`src/ppcu_pkg.sv`:
```
// Package for the parallel port configuration unlock bank
package ppcu_pkg;
  localparam logic [31:0] PPCU_SELECT_ADDR   = 32'h2200_07F0;
  localparam logic [31:0] PPCU_DATA_ADDR     = 32'h2200_07F1;
  localparam logic [7:0]  PPCU_UNLOCK_KEY    = 8'h55;
  localparam logic [7:0]  PPCU_EXIT_KEY      = 8'hAA;
  localparam logic [7:0]  PPCU_IDX_BASE      = 8'h01;
  localparam logic [7:0]  PPCU_IDX_MODE      = 8'h04;
  localparam logic [7:0]  PPCU_IDX_FIFO      = 8'h0A;
  localparam logic [7:0]  PPCU_BASE_RESET    = 8'h9F;
  localparam logic [7:0]  PPCU_MODE_RESET    = 8'h00;
  localparam logic [7:0]  PPCU_FIFO_RESET    = 8'h00;
  localparam logic [7:0]  PPCU_IDX_RESET     = 8'h00;
  localparam int          PPCU_COMPAT_BIT    = 3;
  localparam logic [31:0] PPCU_BASE_ALT1     = 32'h2200_0778;
  localparam logic [31:0] PPCU_BASE_ALT2     = 32'h2200_07BC;
  localparam logic [31:0] PPCU_BASE_DEFAULT  = 32'h2200_0678;
  localparam logic [31:0] PPCU_BASE_NONE     = 32'h0000_0000;
  localparam logic [2:0]  PPCU_XCTL_STD      = 3'h0;
  localparam logic [2:0]  PPCU_XCTL_EPP      = 3'h4;

  typedef enum logic [2:0] {
    PPCU_OP_COMPAT,
    PPCU_OP_STD,
    PPCU_OP_EPP_STD,
    PPCU_OP_ECP,
    PPCU_OP_ECP_EPP
  } ppcu_opmode_t;

  typedef enum logic [2:0] {
    PPCU_PROT_COMPAT,
    PPCU_PROT_STD,
    PPCU_PROT_EPP,
    PPCU_PROT_ECP
  } ppcu_protocol_t;
endpackage
```
`src/ppcu_config_bank.sv`:
```
// Unlock-protected configuration register bank for the parallel port
//
// What this block does
// - Two back-to-back 55h select writes unlock configuration.
// - Any other write between keys aborts unlock.
// - Select index picks register seen at data port.
// - AAh at select port leaves configuration mode.
// - Config registers reset only at power-up.
// - Select register write-only, accepted only when unlocked.
// - Base register at index 01h, default 9Fh.
// - Base bit 3 set forces compatibility personality.
// - Base bits 1:0 choose port address or disable.
// - Mode register at index 04h, default 00h.
// - Mode bits 1:0 pick standard, EPP, ECP, both.
// - Compatibility bit overrides mode register bits.
// - Extended control 000 standard; 100 EPP only in ECP+EPP mode (ECP in ECP-only mode).
// - FIFO threshold register at index 0Ah, default 00h.
//
// Design decision made here: the plain strobed port.
`timescale 1ns/100ps
`default_nettype none
module ppcu_config_bank
  import ppcu_pkg::*;
(
  input  wire logic        clk,
  input  wire logic        resetn,
  input  wire logic        power_on_resetn,
  input  wire logic [31:0] addr,
  input  wire logic [7:0]  wdata,
  input  wire logic        wr,
  input  wire logic        rd,
  output logic      [7:0]  rdata,
  input  wire logic [2:0]  ext_ctl_mode,
  output logic             config_mode,
  output logic             port_enable,
  output logic      [31:0] port_base_addr,
  output var ppcu_opmode_t   port_opmode,
  output var ppcu_protocol_t active_protocol,
  output logic      [7:0]  fifo_threshold
);

  logic       key_seen_q;
  logic       cfg_mode_q;
  logic [7:0] index_q;
  logic [7:0] base_reg_q;
  logic [7:0] mode_reg_q;
  logic [7:0] fifo_reg_q;
  logic [7:0] rdata_q;
  logic [7:0] rdata_d;
  logic       sel_wr;
  logic       data_wr;
  logic       data_rd;

  assign sel_wr  = wr && (addr == PPCU_SELECT_ADDR);
  assign data_wr = wr && (addr == PPCU_DATA_ADDR) && cfg_mode_q;
  assign data_rd = rd && (addr == PPCU_DATA_ADDR) && cfg_mode_q;

  // Unlock detector: only an adjacent pair of key writes counts
  always_ff @(posedge clk) begin
    if (!resetn) begin
      key_seen_q <= 1'b0;
    end else if (wr) begin
      key_seen_q <= sel_wr && (wdata == PPCU_UNLOCK_KEY) && !key_seen_q && !cfg_mode_q;
    end
  end

  always_ff @(posedge clk) begin
    if (!resetn) begin
      cfg_mode_q <= 1'b0;
    end else if (sel_wr && cfg_mode_q && (wdata == PPCU_EXIT_KEY)) begin
      cfg_mode_q <= 1'b0;
    end else if (sel_wr && key_seen_q && (wdata == PPCU_UNLOCK_KEY)) begin
      cfg_mode_q <= 1'b1;
    end
  end

  // The exit key never lands in the select register; a 55h written while unlocked does
  always_ff @(posedge clk) begin
    if (!resetn) begin
      index_q <= PPCU_IDX_RESET;
    end else if (!cfg_mode_q) begin
      index_q <= PPCU_IDX_RESET;
    end else if (sel_wr && (wdata != PPCU_EXIT_KEY)) begin
      index_q <= wdata;
    end
  end

  // Only the power-up reset touches the bank; resetn is ignored here
  always_ff @(posedge clk) begin
    if (!power_on_resetn) begin
      base_reg_q <= PPCU_BASE_RESET;
      mode_reg_q <= PPCU_MODE_RESET;
      fifo_reg_q <= PPCU_FIFO_RESET;
    end else if (data_wr) begin
      case (index_q)
        PPCU_IDX_BASE: base_reg_q <= wdata;
        PPCU_IDX_MODE: mode_reg_q <= wdata;
        PPCU_IDX_FIFO: fifo_reg_q <= wdata;
        default: ;
      endcase
    end
  end

  always_comb begin
    rdata_d = 8'h00;
    if (data_rd) begin
      case (index_q)
        PPCU_IDX_BASE: rdata_d = base_reg_q;
        PPCU_IDX_MODE: rdata_d = mode_reg_q;
        PPCU_IDX_FIFO: rdata_d = fifo_reg_q;
        default:       rdata_d = 8'h00;
      endcase
    end
  end

  always_ff @(posedge clk) begin
    if (!resetn) begin
      rdata_q <= 8'h00;
    end else begin
      rdata_q <= rdata_d;
    end
  end

  assign rdata          = rdata_q;
  assign config_mode    = cfg_mode_q;
  assign fifo_threshold = fifo_reg_q;

  always_comb begin
    case (base_reg_q[1:0])
      2'h1:    port_base_addr = PPCU_BASE_ALT1;
      2'h2:    port_base_addr = PPCU_BASE_ALT2;
      2'h3:    port_base_addr = PPCU_BASE_DEFAULT;
      default: port_base_addr = PPCU_BASE_NONE;
    endcase
  end
  assign port_enable = (base_reg_q[1:0] != 2'h0);

  always_comb begin
    if (base_reg_q[PPCU_COMPAT_BIT]) begin
      port_opmode = PPCU_OP_COMPAT;
    end else begin
      case (mode_reg_q[1:0])
        2'h0:    port_opmode = PPCU_OP_STD;
        2'h1:    port_opmode = PPCU_OP_EPP_STD;
        2'h2:    port_opmode = PPCU_OP_ECP;
        default: port_opmode = PPCU_OP_ECP_EPP;
      endcase
    end
  end

  // Extended control field only matters in ECP-capable settings
  always_comb begin
    case (port_opmode)
      PPCU_OP_COMPAT:  active_protocol = PPCU_PROT_COMPAT;
      PPCU_OP_STD:     active_protocol = PPCU_PROT_STD;
      PPCU_OP_EPP_STD: active_protocol = PPCU_PROT_EPP;
      PPCU_OP_ECP, PPCU_OP_ECP_EPP: begin
        if (ext_ctl_mode == PPCU_XCTL_STD) begin
          active_protocol = PPCU_PROT_STD;
        end else if (ext_ctl_mode == PPCU_XCTL_EPP && port_opmode == PPCU_OP_ECP_EPP) begin
          active_protocol = PPCU_PROT_EPP;
        end else begin
          active_protocol = PPCU_PROT_ECP;
        end
      end
      default: active_protocol = PPCU_PROT_COMPAT;
    endcase
  end

endmodule
`default_nettype wire

```
`config.mk`:
```
export PLATFORM = sky130hd
export DESIGN_NAME = ppcu_config_bank
export DESIGN_NICKNAME = d
export VERILOG_FILES = /design/src/ppcu_pkg.sv /design/src/ppcu_config_bank.sv
export SDC_FILE = /design/constraint.sdc
export NUM_CORES = 1
export LEC_CHECK = 0
export BUFFER_PORTS_ARGS = -buffer_cell sky130_fd_sc_hd__buf_2
export CORE_ASPECT_RATIO = 0.8
export CORE_MARGIN = 2
export CORE_UTILIZATION = 36
export DETAILED_ROUTE_END_ITERATION = 8
export GPL_TIMING_DRIVEN = 0
export PLACE_DENSITY = 0.65
export SYNTH_ARGS = -nofsm -noshare
export SYNTH_HDL_FRONTEND = slang
export SYNTH_SLANG_ARGS = --single-unit
```
`constraint.sdc`:
```
create_clock -name clk -period 2.35 [get_ports clk]
set_input_delay 0.47 -clock clk [delete_from_list [all_inputs] [get_ports clk]]
set_output_delay 0.47 -clock clk [all_outputs]
set_load 0.005 [all_outputs]
```
==> results of run 1 <==
routing by layer:
layer / vias to the layer above / GRT usage / wire, um
met4: 0 / 0.0394 / 51
met2: 91 / 0.268 / 2890
li1: 1120 / - / -
met3: 6 / 0.0566 / 542
met5: - / 0 / 0
met1: 1001 / 0.231 / 2810
flip-flops by register name (all words and copies together) (netlist names):
register        flops
key_seen_q          1
base_reg_q          8
index_q             8
config_mode         1
rdata               8
fifo_threshold      8
mode_reg_q          8
layout make-up:
type	instances	share of cell area
buffer	42	0.102
clock buffer	6	0.0257
inverter	5	0.00585
multi-input combinational	204	0.436
sequential	42	0.262
tap	84	0.0327
timing repair buffer	83	0.136
cell usage in the layout, fill, tap and decap left out, types with 2 or more instances in the layout:
master / n
a21oi_1: 2
a22o_1: 8
a22oi_1: 8
and2_1: 2
and2b_1: 2
and2b_2: 10
buf_2: 80
buf_4: 33
buf_6: 3
clkbuf_1: 3
clkbuf_8: 8
conb_1: 22
dfxtp_1: 42
dlygate4sd1_1: 2
ha_1: 7
inv_1: 5
mux2i_1: 28
nand2_1: 45
nand3_1: 3
nand3b_1: 4
nand4_1: 6
nor2_1: 16
nor2b_1: 6
nor4_1: 4
nor4_4: 2
o21ai_0: 2
o22ai_1: 3
or4_4: 2
power by group:
group          internal, mW       switching [mW]
clock network         0.227                0.244
logic                0.0689               0.0592
registers             0.711  0.00000000000000745
critical path: stages:
cell and delay [ns]:
buf_2 0.09, or4_4 0.52, or4_4 0.52, buf_6 0.16, nor4b_2 0.26, buf_4 0.25
mux2i_1 0.21
stage by stage:
stage / utilization / setup TNS, ns / cells / area, um^2 / hold WS (ns)
4_1_cts: 0.491 / 0 / 466 / 3200 / 0.453
5_1_grt: 0.493 / 0 / 466 / 3210 / 0.454
3_5_place_dp: 0.471 / -8.92 / 457 / 3070 / 0.448
3_3_place_gp: 0.471 / -8.49 / 457 / 3070 / 0.443
2_1_floorplan: - / -0.828 / 293 / 2560 / 0.434
6_report: 0.493 / 0 / 466 / 3210 / 0.446
logic make-up after synthesis:
family / after synthesis / synth area share
adder cells (fa/ha/maj): 7 / 0.0355
multiplexers: 28 / 0.114
flip-flops: 42 / 0.341
buffers and inverters: 47 / 0.139
other: 1 / 0.00152
AND/OR/NAND/NOR: 119 / 0.282
AO/OA/AOI/OAI: 28 / 0.0877
final timing paths:
| path | slack (ns) | end | startpoint | cells after the start |
|---|---|---|---|---|
| worst max-delay path | 0.09 | fifo_threshold[4] | addr[13] | 7 |
| worst min-delay path | 0.45 | key_seen_q | resetn | 3 |
| worst max register to register | 0.24 | fifo_threshold[4] | index_q[4] | 6 |
| worst min register to register | 0.46 | base_reg_q[5] | base_reg_q[5] | 2 |
what timing repair did:
action,4_1_cts,5_1_grt
pin swaps,2,0
endpoints found under the setup margin,18,9
resized for setup,2,2
setup buffers,3,0
endpoints found under the hold margin,0,0
==> summary.txt, run 1 <==
Yosys
  – Post-synth top area cell: dfxtp_1
  – Top cells by count, synth: nand2_1, dfxtp_1, buf_4
  – Sequential area share after synthesis: 0.341
  – Cell with the most instances after synthesis: nand2_1
  – Yosys top cell area share: 0.341
  – EDFF count, synth: 0
  – Post-Syn Area: approximately 2500 um^2
  – Yosys reg bits: between 40 and 50
  – Asr flop ratio synth: 0
  – Syn Area/Cell: between 9 and 10 um^2
  – Post-synthesis instance total: approximately 270
  – Main synth FF type: dfxtp_1
  – Synth area leaders: dfxtp_1, mux2i_1, buf_4, nand2_1, and2b_2
  – Number of synthesis warnings: 0
  – Distinct cell type count after synthesis: 49

Power
  – PD cells: a little over 400 nW/um^2
  – Tot Pwr: 1.31 mW
  – Pleak: between 1 and 1.5 nW
  – Worst vdd ir: roughly 0.22 mV

STA
  – Final worst-path cycle share: 0.962
  – Number of setup violations in the final report: 0
  – Worst-margin pin slew: ~0.50 ns
  – FMAX: 0.442 GHz
  – Worst rel slew slack: 0.665
  – Tmin final: 2.26 ns
  – Max Clock Skew: about 0.007 ns
  – Slew Viols, Final: 0
  – RSZ-0062 raised after global routing: false
  – Final Worst Setup Slack: between 0.08 and 0.09 ns
  – Final Hold Fails: 0

Critical path
  – Crit Path Class: in2reg
  – CP Launch Type: input pin
  – Max Fanout on Critical Path: 8
  – Crit path DAT: ~2.5 ns
  – Required time worst endpoint: 2.57 ns
  – Crit. End Element: flop

Final layout
  – Reg area: about 840 um^2
  – Antenna cells: 0
  – Layout Nets: 438
  – Area of the multi-input gates: around 1400 um^2
  – Layout cell share with drive strength beyond 1: 0.380
  – Area Overhead vs Synth: 30.1%
  – Fill cell count: about 630

Routing
  – Final ANT Viol Nets: 0
  – Via-per-instance ratio: between 4 and 5
  – Number of remaining DRC errors: 0
  – Total number of vias: approximately 2200
  – Drt first-iter violations: 98
  – Average routed wire per standard cell: ~14 um
  – Drt total wl: 6300 um
  – Pre-antenna DRT Iters: 4

Clock tree
  – CTS tree: built
  – Clock-pin transition on the worst setup and hold timing paths: about 0.080 ns
  – Hold Buf Count CTS: 0
  – Htree depth: 2
  – Clk_lat worst skew: about 0.3 ns
  – Clock Sinks: 42
  – Clock buffer count from CTS: 5
  – Clk buf depth: 2
  – Root Driver: clkbuf_8

GRT
  – Grt total ovfl: 0
  – Vias in the first global route: 2064
  – Pin count of the biggest net entering global routing: 12
  – GRT Total Usage: 0.172
  – First-pass GRT wire length: approximately 9900 um
  – Initial antenna violation count: 0

Run status
  – Status: complete, no violations

Placement
  – PortBufs: 80
  – GPL Wtd Cong: approximately 0.84
  – Final HPWL DP: about 4700 um
  – Pre-CTS setup slack: -0.356 ns

Flow run
  – Max cap viols: 0

Floorplan
  – Die height: ~78 um
  – Die footprint: roughly 7500 um^2
  – Initial Util: 0.379
  – Die extent in x: approximately 97 um
  – Top Ports: around 100
  – Core footprint: 6510 um^2
  – FP Rows: 26

Hold path
  – HP Class: in2reg
Note: power is estimated with default switching activity, not from simulation.
==> run 2: changes to the inputs <==
CAP_MARGIN = 20   (was unset)
CORE_ASPECT_RATIO = unset   (was 0.8)
CORE_UTILIZATION = 30   (was 36)
PLACE_DENSITY = unset   (was 0.65)
==> summary.txt, run 2 (synthesized netlist as in run 1, its figures left out) <==
Placement
  – Placed insts: around 480
  – GPL Wtd Cong: between 0.8 and 0.9
  – Final HPWL DP: ~4600 um
  – PortBufs: 80
  – Pre-CTS setup slack: -0.351 ns

Critical path
  – R2R depth: 6
  – Required time worst endpoint: roughly 2.6 ns
  – CP max stage cell: or4_4
  – Crit path DAT: ~2.5 ns
  – Max Fanout on Critical Path: 8
  – Crit. End Element: flop
  – Crit Path Class: in2reg
  – CP max stage delay: between 0.5 and 0.6 ns
  – CP Launch Type: input pin
  – Crit-path leading delay family: simple AND/OR/NAND/NOR gates
  – Crit-path cells: buf_2 > or4_4 > or4_4 > buf_6 > nor4b_4 > buf_4 > mux2i_1
  – Worst path bufs/invs: 3
  – Most Frequent Cell on Critical Path: or4_4
  – Crit path depth: 7

STA
  – Final Worst Setup Slack: about 0.082 ns
  – Final Hold Fails: 0
  – Slew Viols, Final: 0
  – Max Clock Skew: between 0.009 and 0.01 ns
  – Final worst-path cycle share: 0.965
  – Setup_tns: 0 ns
  – FMAX: about 0.44 GHz
  – Tmin final: about 2.3 ns
  – Worst-margin pin slew: 0.562 ns
  – Worst rel slew slack: 0.624
  – Number of setup violations in the final report: 0

GRT
  – Grt total ovfl: 0
  – GRT Total Usage: 0.133
  – First-pass GRT wire length: roughly 9400 um
  – Initial antenna violation count: 0
  – Vias in the first global route: about 1900
  – Pin count of the biggest net entering global routing: 14

Power
  – PD cells: between 300 and 400 nW/um^2
  – Worst vdd ir: around 0.22 mV
  – P_int: ~990 uW
  – Pleak: 1.42 nW
  – P_sw: slightly above 300 uW
  – Tot Pwr: 1.29 mW
  – Flop pwr share: 0.549
  – Net Sw Frac: 0.236
  – Clock share of power: 0.353
  – Logic pwr share: 0.098

Final layout
  – Commonest non-fill, non-tap cell in the layout: buf_2
  – Area Overhead vs Synth: 31.5%
  – Layout Nets: 439
  – Layout cell share with drive strength beyond 1: 0.387
  – Fill cell count: just over 800
  – Most frequent cells in the layout: buf_2, nand2_1, dfxtp_1, buf_4, mux2i_1
  – Antenna cells: 0
  – Final Non-Filler Cells: just under 500

Floorplan
  – Core footprint: 8090 um^2
  – Die height: approximately 95 um
  – FP Rows: 33
  – Die footprint: 8970 um^2
  – Initial Util: 0.305
  – Top Ports: 104
  – Die extent in x: 94.7 um

Routing
  – Final ANT Viol Nets: 0
  – Drt total wl: between 5000 and 6000 um
  – Drt first-iter violations: 119
  – Via-per-instance ratio: around 4.4
  – Pre-antenna DRT Iters: 4
  – Total number of vias: ~2200
  – Average routed wire per standard cell: around 12 um
  – Number of remaining DRC errors: 0

Hold path
  – Hold Crit Depth: 3
  – HP Class: in2reg

Clock tree
  – Htree depth: 2
  – Clock-pin transition on the worst setup and hold timing paths: ~0.080 ns
  – Clock Sinks: 42
  – Hold Buf Count CTS: 0
  – Clk buf depth: 2
  – Clock buffer count from CTS: 5
  – Root Driver: clkbuf_8
  – CTS tree: built
  – Clk_lat worst skew: between 0.2 and 0.3 ns

Flow run
  – Max cap viols: 0

Run status
  – Status: complete, no violations
## run 2: final timing paths
kind / endpoint / slack [ns] / from
worst max-delay path: fifo_threshold[5] / 0.08 / addr[13]
worst max register to register: fifo_threshold[5] / 0.21 / index_q[4]
worst min-delay path: key_seen_q / 0.46 / resetn
worst min register to register: mode_reg_q[5] / 0.46 / mode_reg_q[5]
## run 2: through the flow
| step | instance area (um^2) | hold slack [ns] | util |
|---|---|---|---|
| 2_1_floorplan | 2560 | 0.434 | - |
| 3_3_place_gp | 3090 | 0.443 | 0.382 |
| 3_5_place_dp | 3090 | 0.451 | 0.382 |
| 4_1_cts | 3210 | 0.456 | 0.397 |
| 5_1_grt | 3250 | 0.474 | 0.401 |
| 6_report | 3250 | 0.462 | 0.401 |
## run 2: cell type report
| type | instances | area [um^2] | share of cell area |
|---|---|---|---|
| clock inverter | 2 | 13.8 | 0.00424 |
| clock buffer | 6 | 72.6 | 0.0224 |
| timing repair buffer | 84 | 430 | 0.133 |
| multi-input combinational | 204 | 1410 | 0.434 |
| sequential | 42 | 843 | 0.260 |
| inverter | 5 | 18.8 | 0.00578 |
| tap | 105 | 131 | 0.0405 |
| buffer | 42 | 327 | 0.101 |
## run 2: what timing repair did
| action | 4_1_cts | 5_1_grt |
|---|---|---|
| gates cloned | 0 | 0 |
| pin swaps | 2 | 0 |
| setup endpoints to repair | 17 | 10 |
| endpoints found under the hold margin | 0 | 0 |
| gates resized for setup | 1 | 6 |
| setup buffers | 4 | 0 |
## run 2: tightest hold or removal path, cell delays in order
cell and delay [ns]:
buf_2 0.11, nand3b_1 0.07, o21ai_0 0.07
## run 2: power groups by stage
stage | clock (mW) | sequential (mW) | combinational (mW)
after floorplan | 0 | 0.728 | 0.0675
after global placement | 0 | 0.728 | 0.124
after detailed placement | 0 | 0.728 | 0.126
after CTS | 0.468 | 0.711 | 0.126
after global routing | 0.502 | 0.711 | 0.141
final | 0.457 | 0.711 | 0.127
## run 2: per-layer routing
metal	wire length, um	track usage
met5	0	0
met4	48	0.0362
met3	407	0.0295
met2	2920	0.223
met1	2600	0.173
==> run 3: changes to the inputs <==
--- a/config.mk
+++ b/config.mk
@@ -12,4 +12,5 @@
 export DETAILED_ROUTE_END_ITERATION = 8
 export GPL_TIMING_DRIVEN = 0
+export SLEW_MARGIN = 20
 export SYNTH_ARGS = -nofsm -noshare
 export SYNTH_HDL_FRONTEND = slang
==> constraint.sdc (replaced) <==
create_clock -name clk -period 2.35 [get_ports clk]
set_input_delay 0.705 -clock clk [delete_from_list [all_inputs] [get_ports clk]]
set_output_delay 0.705 -clock clk [all_outputs]
set_load 0.005 [all_outputs]
==> summary.txt, run 3 (synthesized netlist as in run 1, its figures left out) <==
Clock tree
  – Root Driver: clkbuf_8
  – Clock buffer count from CTS: 5
  – Hold Buf Count CTS: 0
  – CTS tree: built
  – Clk buf depth: 2
  – Clk_lat worst skew: ~0.30 ns
  – Clock Sinks: 42
  – Htree depth: 2
  – Clock-pin transition on the worst setup and hold timing paths: ~0.080 ns

Final layout
  – Most frequent cells in the layout: buf_2, nand2_1, dfxtp_1, buf_4, mux2i_1
  – Fill cell count: around 840
  – Layout cell share with drive strength beyond 1: 0.405
  – Area Overhead vs Synth: 34.6%
  – Commonest non-fill, non-tap cell in the layout: buf_2
  – Final core utilization: 0.410
  – Layout Nets: 442
  – Antenna cells: 0

GRT
  – Gr busiest metal: met2
  – GRT Total Usage: 0.137
  – Grt met3 use: 0.0263
  – Vias in the first global route: approximately 2000
  – Grt met2 use: 0.244
  – Met1 Use GR: 0.164
  – Grt total ovfl: 0
  – Pin count of the biggest net entering global routing: 13
  – Initial antenna violation count: 0
  – First-pass GRT wire length: ~9500 um

STA
  – RSZ-0062 raised after global routing: true
  – Number of setup violations in the final report: 15
  – Worst-margin pin slew: 0.571 ns
  – Max Clock Skew: roughly 0.0097 ns
  – Tmin final: about 2.4 ns
  – Final Worst Setup Slack: -0.0927 ns
  – FMAX: 0.409 GHz
  – Final Hold Fails: 0
  – Setup_tns: -0.493 ns
  – Worst rel slew slack: 0.616
  – Slew Viols, Final: 0
  – Final worst-path cycle share: 1.04

Critical path
  – R2R depth: 6
  – Crit path launch: addr[2]
  – Crit path DAT: approximately 2.7 ns
  – Crit. End Element: flop
  – Max Fanout on Critical Path: 5
  – CP Launch Type: input pin
  – Worst R2R Start: index_q[4]
  – Crit Path Class: in2reg
  – Required time worst endpoint: roughly 2.6 ns
  – Register-to-register setup slack: roughly 0.15 ns
  – Reg2reg end: fifo_threshold[2]

Floorplan
  – Top Ports: between 100 and 150
  – Initial Util: 0.305
  – Core footprint: between 8000 and 9000 um^2
  – Die height: 94.7 um
  – Die extent in x: 94.7 um
  – FP Rows: 33
  – Die footprint: between 8000 and 9000 um^2

Placement
  – Final HPWL DP: roughly 4600 um
  – PortBufs: 80
  – GPL Wtd Cong: between 0.7 and 0.8

Power
  – Pleak: around 1.4 nW
  – PD cells: roughly 420 nW/um^2
  – Worst vdd ir: just under 0.2 mV

Hold path
  – Hold path startpoint: mode_reg_q[7]
  – HP Class: reg2reg
  – Hold Crit Depth: 2
  – Hold worst-path end: mode_reg_q[7]

Routing
  – Drt first-iter violations: 62
  – Drt total wl: about 6100 um
  – Average routed wire per standard cell: between 10 and 15 um
  – Final ANT Viol Nets: 0
  – Number of remaining DRC errors: 0
  – Via-per-instance ratio: between 4 and 5
  – Total number of vias: between 2000 and 2500
  – Pre-antenna DRT Iters: 4

Flow run
  – Max cap viols: 0

Run status
  – Status: finished with violations
  – Failing checks: setup timing
## run 3: power by group
group          internal [mW]       switching (mW)  total (mW)
sequential             0.710  0.00000000000000796       0.710
clock                  0.318                0.246       0.564
combinational         0.0703               0.0582       0.128
## run 3: worst max path at each step
stage | end | slack, ns | depth (start not counted)
detailed placement | base_reg_q[6] | -0.59 | 6
floorplan | base_reg_q[0] | -0.27 | 5
global route | mode_reg_q[1] | -0.13 | 6
finish | mode_reg_q[1] | -0.09 | 6
CTS | base_reg_q[6] | -0.07 | 6
global placement | mode_reg_q[1] | -0.57 | 6
## run 3: worst max-delay path: stages
cell     delay [ns]
buf_6          0.09
or4b_4         0.53
or4_4          0.60
nor4_4         0.34
buf_4          0.19
mux2i_1        0.20
## run 3: metal layers
| layer | vias up | wire length [um] |
|---|---|---|
| met2 | 68 | 3070 |
| met3 | 6 | 317 |
| met1 | 1028 | 2630 |
| met5 | - | 0 |
| li1 | 1131 | - |
| met4 | 0 | 57 |
## run 3: area by class of cell
type,count,area (um^2),share of cell area
Buffer,41,315,0.0949
Clock buffer,7,76.3,0.0230
Clock inverter,1,30.0,0.00904
Inverter,5,18.8,0.00565
Multi-Input combinational cell,204,1420,0.427
Sequential cell,42,846,0.255
Tap cell,105,131,0.0395
Timing Repair Buffer,88,487,0.147
## run 3: what timing repair did
action | in CTS | in global routing
pin swaps | 6 | 2
setup endpoints to repair | 32 | 42
buffers inserted | 4 | 4
cloned | 0 | 0
resized for setup | 9 | 6
## run 3: through the flow
stage / hold slack (ns) / std cells / instance area [um^2] / setup WS (ns) / power, mW
3_5_place_dp: 0.447 / 478 / 3100 / -0.593 / 0.853
3_3_place_gp: 0.443 / 478 / 3100 / -0.572 / 0.852
6_report: 0.461 / 493 / 3320 / -0.0927 / 1.40
5_1_grt: 0.475 / 493 / 3320 / -0.128 / 1.46
4_1_cts: 0.462 / 489 / 3270 / -0.0720 / 1.41
2_1_floorplan: 0.434 / 293 / 2570 / -0.268 / 0.795
